===== src/rtl/lvm_params.svh =====
`ifndef LVM_PARAMS_SVH
`define LVM_PARAMS_SVH
// register indices on the serial register port
`define LVM_IDX_MONITOR   8'h00
`define LVM_IDX_DELAY     8'h01
`define LVM_IDX_SUPPLY    8'h02
// monitor register fields
`define LVM_MON_RES_MSB   3
`define LVM_MON_MANUAL    4
`define LVM_MON_SHDN      5
`define LVM_MON_EOC       6
// delay register fields
`define LVM_DLY_CODE_MSB  4
`define LVM_DLY_NODELAY   5
// supply register fields
`define LVM_SUP_GEN_EN    0
`define LVM_SUP_GEN_TH    1
`define LVM_SUP_FL_EN     3
`define LVM_SUP_FL_TH     4
// reset values
`define LVM_RST_MONITOR   8'h00
`define LVM_RST_DELAY     8'h00
`define LVM_RST_SUPPLY    8'h00
// timing
`define LVM_CLK_KHZ       10000
`define LVM_STEP_US       250
`define LVM_GEN_DEGL_US   250
`define LVM_FL_DEGL_US    8
`define LVM_STEP_CYC      ((`LVM_STEP_US * `LVM_CLK_KHZ + 999) / 1000)
`define LVM_GEN_DEGL_CYC  ((`LVM_GEN_DEGL_US * `LVM_CLK_KHZ + 999) / 1000)
`define LVM_FL_DEGL_CYC   ((`LVM_FL_DEGL_US * `LVM_CLK_KHZ + 999) / 1000)
`define LVM_CONV_CYC      4
`endif


===== src/rtl/lvm_pkg.sv =====
package lvm_pkg;
    typedef enum logic [1:0] {
        ST_IDLE = 2'b00,
        ST_WAIT = 2'b01,
        ST_CONV = 2'b10
    } conv_state_t;
    typedef logic [3:0] result_t;
endpackage : lvm_pkg


===== src/rtl/step_tick.sv =====
`timescale 1ns/10ps
`default_nettype none
module step_tick #(
    parameter int CYCLES = 2500
) (
    // clock and reset
    input  wire logic clk_sys_i,
    input  wire logic sys_rst_i,
    // control
    input  wire logic restart_i,
    output logic      tick_o
);
    logic [15:0] cnt_q;

    // free divider, realigned on restart so a step is always whole
    always_ff @(posedge clk_sys_i) begin
        if (sys_rst_i || restart_i || tick_o) begin
            cnt_q <= 16'h0000;
        end else begin
            cnt_q <= cnt_q + 16'h0001;
        end
    end

    assign tick_o = (cnt_q == 16'(CYCLES - 1)) && !restart_i;
endmodule : step_tick
`default_nettype wire


===== src/rtl/led_voltage_adc_and_vin_monitor_ctrl.sv =====
// Function
// - the 4-bit result sits in monitor bits 3:0, 0000 below 3.2 V, 0.1 V per code.
// - the converted value is the larger of the two channel codes.
// - a flash pulse start triggers one conversion when the sequencer is idle and not shut down.
// - a write of 1 to monitor bit 4 starts a manual conversion without stopping automatic ones.
// - monitor bit 5 shuts the converter down, no conversion of any kind.
// - monitor bit 6 is a read-only done flag, low while converting.
// - reading the monitor register clears the done flag.
// - the start waits (code+1) x 250 us after the done flag falls.
// - the start delay applies to manual and automatic conversions alike.
// - delay bit 5 starts conversion at once, ignoring the code.
// - supply bit 0 enables the general monitor, bits 2:1 its threshold.
// - supply bit 3 enables the flash monitor, bits 5:4 its threshold.
// - a trip pulses a flag for one cycle and captures the flash code, after 250 us or 8 us.
`timescale 1ns/10ps
`default_nettype none
`include "lvm_params.svh"
module led_voltage_adc_and_vin_monitor_ctrl #(
    parameter int STEP_CYC     = `LVM_STEP_CYC,
    parameter int GEN_DEGL_CYC = `LVM_GEN_DEGL_CYC,
    parameter int FL_DEGL_CYC  = `LVM_FL_DEGL_CYC,
    parameter int CONV_CYC     = `LVM_CONV_CYC
) (
    // clock and reset
    input  wire logic            clk_sys_i,
    input  wire logic            sys_rst_i,
    // register port from the serial front end
    input  wire logic [7:0]      reg_addr_i,
    input  wire logic            reg_wr_i,
    input  wire logic            reg_rd_i,
    input  wire logic [7:0]      reg_wdata_i,
    output logic      [7:0]      reg_rdata_o,
    // flash engine, same clock
    input  wire logic            flash_pulse_i,
    input  wire logic [7:0]      flash_code_i,
    // analog side, asynchronous
    input  wire lvm_pkg::result_t led_channel_one_voltage_i,
    input  wire lvm_pkg::result_t led_channel_two_voltage_i,
    input  wire logic            gen_below_i,
    input  wire logic            flash_below_i,
    // monitor outputs
    output logic      [1:0]      gen_threshold_o,
    output logic      [1:0]      flash_threshold_o,
    output logic                 gen_flag_o,
    output logic                 flash_flag_o,
    output logic      [7:0]      captured_code_o,
    output logic                 converter_on_o
);
    import lvm_pkg::*;
    // ------------------------------------------------------------
    // synchronisers
    // ------------------------------------------------------------
    logic [9:0]  sync1_q;
    logic [9:0]  sync2_q;
    result_t     max_code;
    logic        gen_below_s;
    logic        flash_below_s;
    // analog levels pass two flops before use
    always_ff @(posedge clk_sys_i) begin
        if (sys_rst_i) begin
            sync1_q <= 10'h000;
            sync2_q <= 10'h000;
        end else begin
            sync1_q <= {flash_below_i, gen_below_i,
                        led_channel_two_voltage_i, led_channel_one_voltage_i};
            sync2_q <= sync1_q;
        end
    end
    assign gen_below_s   = sync2_q[8];
    assign flash_below_s = sync2_q[9];
    assign max_code = (sync2_q[7:4] > sync2_q[3:0]) ? sync2_q[7:4] : sync2_q[3:0];
    // ------------------------------------------------------------
    // registers
    // ------------------------------------------------------------
    logic [1:0]  mon_ctrl_q;     // {shutdown, manual}
    logic [5:0]  delay_q, supply_q;
    logic        eoc_q, wr_mon, rd_mon, shutdown;
    logic        manual_req, flash_q, trigger, conv_done;
    result_t     result_q;
    conv_state_t state_q;
    assign wr_mon   = reg_wr_i && (reg_addr_i == `LVM_IDX_MONITOR);
    assign rd_mon   = reg_rd_i && (reg_addr_i == `LVM_IDX_MONITOR);
    assign shutdown = mon_ctrl_q[1];
    // control registers
    always_ff @(posedge clk_sys_i) begin
        if (sys_rst_i) begin
            mon_ctrl_q <= 2'(`LVM_RST_MONITOR >> `LVM_MON_MANUAL);
            delay_q    <= 6'(`LVM_RST_DELAY);
            supply_q   <= 6'(`LVM_RST_SUPPLY);
        end else if (reg_wr_i) begin
            if (wr_mon) begin
                mon_ctrl_q <= reg_wdata_i[`LVM_MON_SHDN:`LVM_MON_MANUAL];
            end
            if (reg_addr_i == `LVM_IDX_DELAY) begin
                delay_q <= reg_wdata_i[5:0];
            end
            if (reg_addr_i == `LVM_IDX_SUPPLY) begin
                supply_q <= reg_wdata_i[5:0];
            end
        end
    end
    // read data is registered; answer one cycle after the strobe
    always_ff @(posedge clk_sys_i) begin
        if (sys_rst_i) begin
            reg_rdata_o <= 8'h00;
        end else if (reg_rd_i) begin
            case (reg_addr_i)
                `LVM_IDX_MONITOR: reg_rdata_o <= {1'b0, eoc_q, mon_ctrl_q, result_q};
                `LVM_IDX_DELAY:   reg_rdata_o <= {2'b00, delay_q};
                `LVM_IDX_SUPPLY:  reg_rdata_o <= {2'b00, supply_q};
                default:          reg_rdata_o <= 8'h00;
            endcase
        end
    end
    // ------------------------------------------------------------
    // conversion sequencer
    // ------------------------------------------------------------
    logic        step_tick_w;
    logic [4:0]  step_cnt_q;
    logic [7:0]  conv_cnt_q;
    always_ff @(posedge clk_sys_i) begin
        if (sys_rst_i) begin
            flash_q <= 1'b0;
        end else begin
            flash_q <= flash_pulse_i;
        end
    end
    // manual start is a write of bit 4; a write that also shuts down starts nothing
    assign manual_req = wr_mon && reg_wdata_i[`LVM_MON_MANUAL] && !reg_wdata_i[`LVM_MON_SHDN];
    // nothing starts or completes while shut down; busy drops requests
    assign trigger   = (manual_req || (flash_pulse_i && !flash_q))
                       && !shutdown && (state_q == ST_IDLE);
    assign conv_done = (state_q == ST_CONV) && (conv_cnt_q == 8'(CONV_CYC - 1)) && !shutdown;
    assign converter_on_o = !shutdown;
    // step divider restarts at the trigger so the first step is whole
    step_tick #(
        .CYCLES   (STEP_CYC)
    ) u_step (
        .clk_sys_i (clk_sys_i),
        .sys_rst_i (sys_rst_i),
        .restart_i (trigger),
        .tick_o    (step_tick_w)
    );
    // one sequencer serves both trigger sources
    always_ff @(posedge clk_sys_i) begin
        if (sys_rst_i || shutdown) begin
            state_q <= ST_IDLE;
        end else begin
            case (state_q)
                ST_IDLE: begin
                    if (trigger) begin
                        state_q <= delay_q[`LVM_DLY_NODELAY] ? ST_CONV : ST_WAIT;
                    end
                end
                ST_WAIT: begin
                    if (step_tick_w && step_cnt_q == delay_q[`LVM_DLY_CODE_MSB:0]) begin
                        state_q <= ST_CONV;
                    end
                end
                ST_CONV: begin
                    if (conv_done) begin
                        state_q <= ST_IDLE;
                    end
                end
                default: state_q <= ST_IDLE;
            endcase
        end
    end
    // step and conversion counters
    always_ff @(posedge clk_sys_i) begin
        if (sys_rst_i || state_q == ST_IDLE) begin
            step_cnt_q <= 5'h00;
            conv_cnt_q <= 8'h00;
        end else begin
            if (state_q == ST_WAIT && step_tick_w) begin
                step_cnt_q <= step_cnt_q + 5'h01;
            end
            if (state_q == ST_CONV) begin
                conv_cnt_q <= conv_cnt_q + 8'h01;
            end
        end
    end
    // done flag: falls at start, rises at completion
    // read clears it, but a completion in that cycle wins
    always_ff @(posedge clk_sys_i) begin
        if (sys_rst_i) begin
            eoc_q <= 1'b0;
        end else if (conv_done) begin
            eoc_q <= 1'b1;
        end else if (trigger || rd_mon) begin
            eoc_q <= 1'b0;
        end
    end
    // result loads only with the done flag
    // code is the banded level, 0000 below the lowest band
    always_ff @(posedge clk_sys_i) begin
        if (sys_rst_i) begin
            result_q <= 4'h0;
        end else if (conv_done) begin
            result_q <= max_code;
        end
    end
    // ------------------------------------------------------------
    // supply monitors
    // ------------------------------------------------------------
    logic [11:0] gen_cnt_q, fl_cnt_q;
    logic        gen_arm, fl_arm;
    assign gen_threshold_o   = supply_q[`LVM_SUP_GEN_TH +: 2];
    assign gen_arm           = supply_q[`LVM_SUP_GEN_EN] && gen_below_s;
    // flash monitor only counts during a flash
    assign flash_threshold_o = supply_q[`LVM_SUP_FL_TH +: 2];
    assign fl_arm            = supply_q[`LVM_SUP_FL_EN] && flash_below_s && flash_pulse_i;
    // deglitch counters; the flag fires once per crossing
    always_ff @(posedge clk_sys_i) begin
        if (sys_rst_i || !gen_arm) begin
            gen_cnt_q <= 12'h000;
        end else if (gen_cnt_q != 12'(GEN_DEGL_CYC)) begin
            gen_cnt_q <= gen_cnt_q + 12'h001;
        end
    end
    always_ff @(posedge clk_sys_i) begin
        if (sys_rst_i || !fl_arm) begin
            fl_cnt_q <= 12'h000;
        end else if (fl_cnt_q != 12'(FL_DEGL_CYC)) begin
            fl_cnt_q <= fl_cnt_q + 12'h001;
        end
    end
    assign gen_flag_o   = gen_arm && (gen_cnt_q == 12'(GEN_DEGL_CYC - 1));
    assign flash_flag_o = fl_arm && (fl_cnt_q == 12'(FL_DEGL_CYC - 1));
    // capture the flash code with the flag
    always_ff @(posedge clk_sys_i) begin
        if (sys_rst_i) begin
            captured_code_o <= 8'h00;
        end else if (gen_flag_o || flash_flag_o) begin
            captured_code_o <= flash_code_i;
        end
    end

    int wait_cyc_q;
    always_ff @(posedge clk_sys_i) begin
        if (sys_rst_i || state_q != ST_WAIT) begin
            wait_cyc_q <= 0;
        end else begin
            wait_cyc_q <= wait_cyc_q + 1;
        end
    end
endmodule : led_voltage_adc_and_vin_monitor_ctrl
`default_nettype wire


===== config.mk =====
export PLATFORM = sky130hd
export DESIGN_NAME = led_voltage_adc_and_vin_monitor_ctrl
export DESIGN_NICKNAME = d
export VERILOG_FILES = /design/src/rtl/lvm_pkg.sv /design/src/rtl/step_tick.sv /design/src/rtl/led_voltage_adc_and_vin_monitor_ctrl.sv
export VERILOG_INCLUDE_DIRS = /design/src /design/src/rtl
export SDC_FILE = /design/constraint.sdc
export NUM_CORES = 1
export LEC_CHECK = 0
export BUFFER_PORTS_ARGS = -buffer_cell sky130_fd_sc_hd__buf_2
export CAP_MARGIN = 30
export CELL_PAD_IN_SITES_DETAIL_PLACEMENT = 0
export CELL_PAD_IN_SITES_GLOBAL_PLACEMENT = 1
export CORE_MARGIN = 1
export CORE_UTILIZATION = 44
export DETAILED_ROUTE_END_ITERATION = 10
export GPL_TIMING_DRIVEN = 0
export PLACE_DENSITY = 0.81
export SETUP_SLACK_MARGIN = 0.1
export SYNTH_ARGS = -nofsm -noshare
export SYNTH_HDL_FRONTEND = slang
export SYNTH_SLANG_ARGS = --single-unit
export TNS_END_PERCENT = 100

===== constraint.sdc =====
create_clock -name clk_sys_i -period 2.3 [get_ports clk_sys_i]
set_clock_uncertainty 0.1 [all_clocks]
set_input_delay 0.23 -clock clk_sys_i [delete_from_list [all_inputs] [get_ports clk_sys_i]]
set_output_delay 0.23 -clock clk_sys_i [all_outputs]
set_load 0.05 [all_outputs]

==> out/metrics.yaml <==
first_global_vias: 3704
finalSetupViolCount: 0
multiInputGateArea_um2: 2530
max-cap-violations: 0
synthToLayoutAreaGrowth_pct: 19.9
dr.pass1.iters: 4
cts_buffers: 9
r2r_end: "step_cnt_q[4]$_SDFFE_PP0P_"
drtAntennaViolNets: 0
clkSinkCount: 110
rows: 38
critical_path_class: "register to primary output"
cp_max_fo: 9
die_w_um: 107
clockBufferDepth: 2
finalCritPeriodShare_pct: 90.0
clock_latency_ns: 0.39
drtIter0Drc: 214
cts_tree: "yes"
fin_setup_tns_ns: 0
crit_path_start_kind: "register"
antenna_found_initial: 0
route.detailed.drc: 0
synth.avg_cell_area_um2: 9.14
worst_slew_pin_slew_ns: 0.572
power_mw: 3.50
via_per_inst: 5.28
synth_edf_count: 0
portBuffers: 56
grt_max_degree: 20
route.vias.total: 4061
hold_path.class: "input pin to register"
period_needed_ns: 2.07
rsz0062_at_grt: "false"
synth_ff_type: "dfxtp_1"
hold_path_startpoint: "reg_wdata_i[0]"
max_slew_margin_pct: 61.9
syn_inst: 534
peakVddDrop_mv: 0.431
seqCellArea_um2: 2210
die_y_um: 107
p_leak_nw: 2.20
cts_max_level: 3
ff2ff_path_depth: 6
gp_congestion: 0.814
n_antenna_cell: 0
reg2reg_from: "u_step.cnt_q[1]$_SDFF_PP0_"
async_flop_share_pct: 0
synth_warnings: 0
wl_um: 10600
max_freq_mhz: 483
wl_per_cell_um: 13.8
final_hold_viol_count: 0
syn_area_um2: 4880
synth-seq-cells: 110
end_kind: "primary output"
ys_types: 51
dieArea_um2: 11500
status: "finished, final reports clean"
pwr_density_cell_nw_per_um2: 598
ys_seq_area_share_pct: 45.1
nets: 674
path_clk_slew_ns: 0.11
layout-drive-gt1-share_pct: 17.3
min_to: "supply_q[0]$_SDFFE_PP0P_"
overflow: 0
start_util_pct: 45.0
r2r_slack_ns: 0.25
ios: 62
crit_arrival_ns: 1.74
grt.total_usage_pct: 19.4
n_fill_cell: 1025
holdPathStages: 3
synth_fp_nets: 584
slew_violations: 0
placeableCoreArea_um2: 10800
crit_required_ns: 1.97
grt_pass1_wl_um: 17400
cts-root-buf: "clkbuf_8"
dp_hpwl_um: 7520
==> power by group <==
part | internal, mW | switching (mW) | leakage [nW]
clock network | 0.631 | 0.692 | 0.117
registers | 1.93 | 0.0151 | 0.893
logic | 0.101 | 0.127 | 1.19
total | 2.66 | 0.835 | 2.20
==> placed cells by master, fill, tap and decap left out, types with 4 or more instances in the layout <==
master,instances
nand3_1,32
nand2_1,15
nor4_1,4
xor2_1,15
clkbuf_8,10
o21ai_0,16
o2bb2ai_1,7
nor3_1,17
nand2b_1,4
nor2_1,65
a311oi_1,4
xnor2_1,23
mux2i_1,22
dfxtp_2,4
dfxtp_1,106
nor4_4,4
or4_1,5
inv_1,18
a21oi_1,31
nand4_1,18
ha_1,9
or3_1,12
and3_1,6
o21ai_1,9
nor2b_1,33
buf_2,58
buf_4,9
clkbuf_1,10
dlygate4sd3_1,20
==> cells in the mapped netlist, drive strengths merged, types with 4 or more instances <==
cell | n | share of area [%]
clkbuf | 12 | 1.1
xnor2 | 23 | 4.1
inv | 19 | 1.5
xor2 | 15 | 2.7
nor2 | 65 | 5.0
dfxtp | 110 | 45
buf | 10 | 1.4
nand3 | 33 | 3.5
nor2b | 33 | 4.2
or4 | 6 | 1.0
mux2i | 22 | 4.5
ha | 11 | 2.8
a311oi | 4 | 0.72
and3 | 7 | 0.92
or3 | 12 | 1.5
nor4 | 10 | 2.3
o21ai | 25 | 2.6
nand2b | 4 | 0.51
nand2 | 15 | 1.2
nor3 | 18 | 1.9
o2bb2ai | 7 | 1.3
a21oi | 31 | 3.2
nand4 | 19 | 2.7
==> worst max path at each step <==
stage	startpoint	end	cells after the start
2_1_floorplan	gen_cnt_q[4]$_SDFFE_PP0P_	captured_code_o[0]$_SDFFE_PP0P_	5
3_3_place_gp	reg_addr_i[3]	u_step.cnt_q[8]$_SDFF_PP0_	6
3_5_place_dp	reg_addr_i[3]	u_step.cnt_q[8]$_SDFF_PP0_	6
4_1_cts	fl_cnt_q[0]$_SDFFE_PP0P_	flash_flag_o	5
5_1_grt	u_step.cnt_q[1]$_SDFF_PP0_	step_cnt_q[3]$_SDFFE_PP0P_	6
6_report	fl_cnt_q[0]$_SDFFE_PP0P_	flash_flag_o	5
==> kinds of logic (layout without fill, tap and decap cells) <==
group | after synthesis | in the layout | synth area share, %
other | 1 | 1 | 0.0768
DFF | 110 | 110 | 45.1
xor gates and xnor gates | 38 | 38 | 6.82
AOI/OAI and AO/OA | 76 | 76 | 9.46
muxes | 22 | 22 | 4.51
adders and majority gates | 11 | 11 | 2.82
buffers and inverters | 41 | 136 | 4.00
and+or+nand+nor | 235 | 235 | 27.2
==> state kept, by name, summed over array words and instances, names as in the netlist <==
name	cells
flash_q	1
sync2_q	10
step_cnt_q	5
mon_ctrl_q	2
gen_cnt_q	12
reg_rdata_o	7
u_step.cnt_q	16
sync1_q	10
supply_q	6
result_q	4
captured_code_o	8
fl_cnt_q	12
conv_cnt_q	8
delay_q	6
state_q	2
eoc_q	1
==> layer usage <==
layer	GRT usage (%)	share of wire, %
met1	25.8	47
met2	30.8	47
met3	4.60	4.7
met4	6.95	1.5
met5	0	0
==> critical path, cell delays in order, from the launching register on <==
cell,delay (ns)
dfxtp_2,0.38
ha_2,0.23
and3_2,0.24
nand4_4,0.17
clkinv_4,0.13
buf_4,0.20
==> per-stage QoR <==
stage	hold WS, ns	std cells	util, %	cell area [um2]	setup WS (ns)
after floorplan	0.213	534	-	4900	0.377
after global placement	0.321	730	49.4	5350	0.0690
after detailed placement	0.323	730	49.4	5350	0.0465
after CTS	0.00493	766	53.4	5790	0.0866
after global routing	0.0142	769	54.0	5850	0.109
final	0.0307	769	54.0	5850	0.230
==> layout make-up <==
| type | instances | area share (%) |
|---|---|---|
| well taps | 140 | 2.99 |
| inverters | 19 | 1.30 |
| plain buffers | 22 | 2.18 |
| repair buffers | 79 | 8.75 |
| multi-input cells | 383 | 43.2 |
| clock buffers | 9 | 2.12 |
| clock inverters | 7 | 1.75 |
| flip-flops and latches | 110 | 37.7 |
==> repair_timing <==
action,4_1_cts,5_1_grt
pin swaps,0,4
resized for setup,6,13
setup buffers,0,3
setup endpoints to repair,2,22
endpoints found under the hold margin,22,0
hold buffers,20,0
No activity file was read; power rests on OpenSTA's default activity.
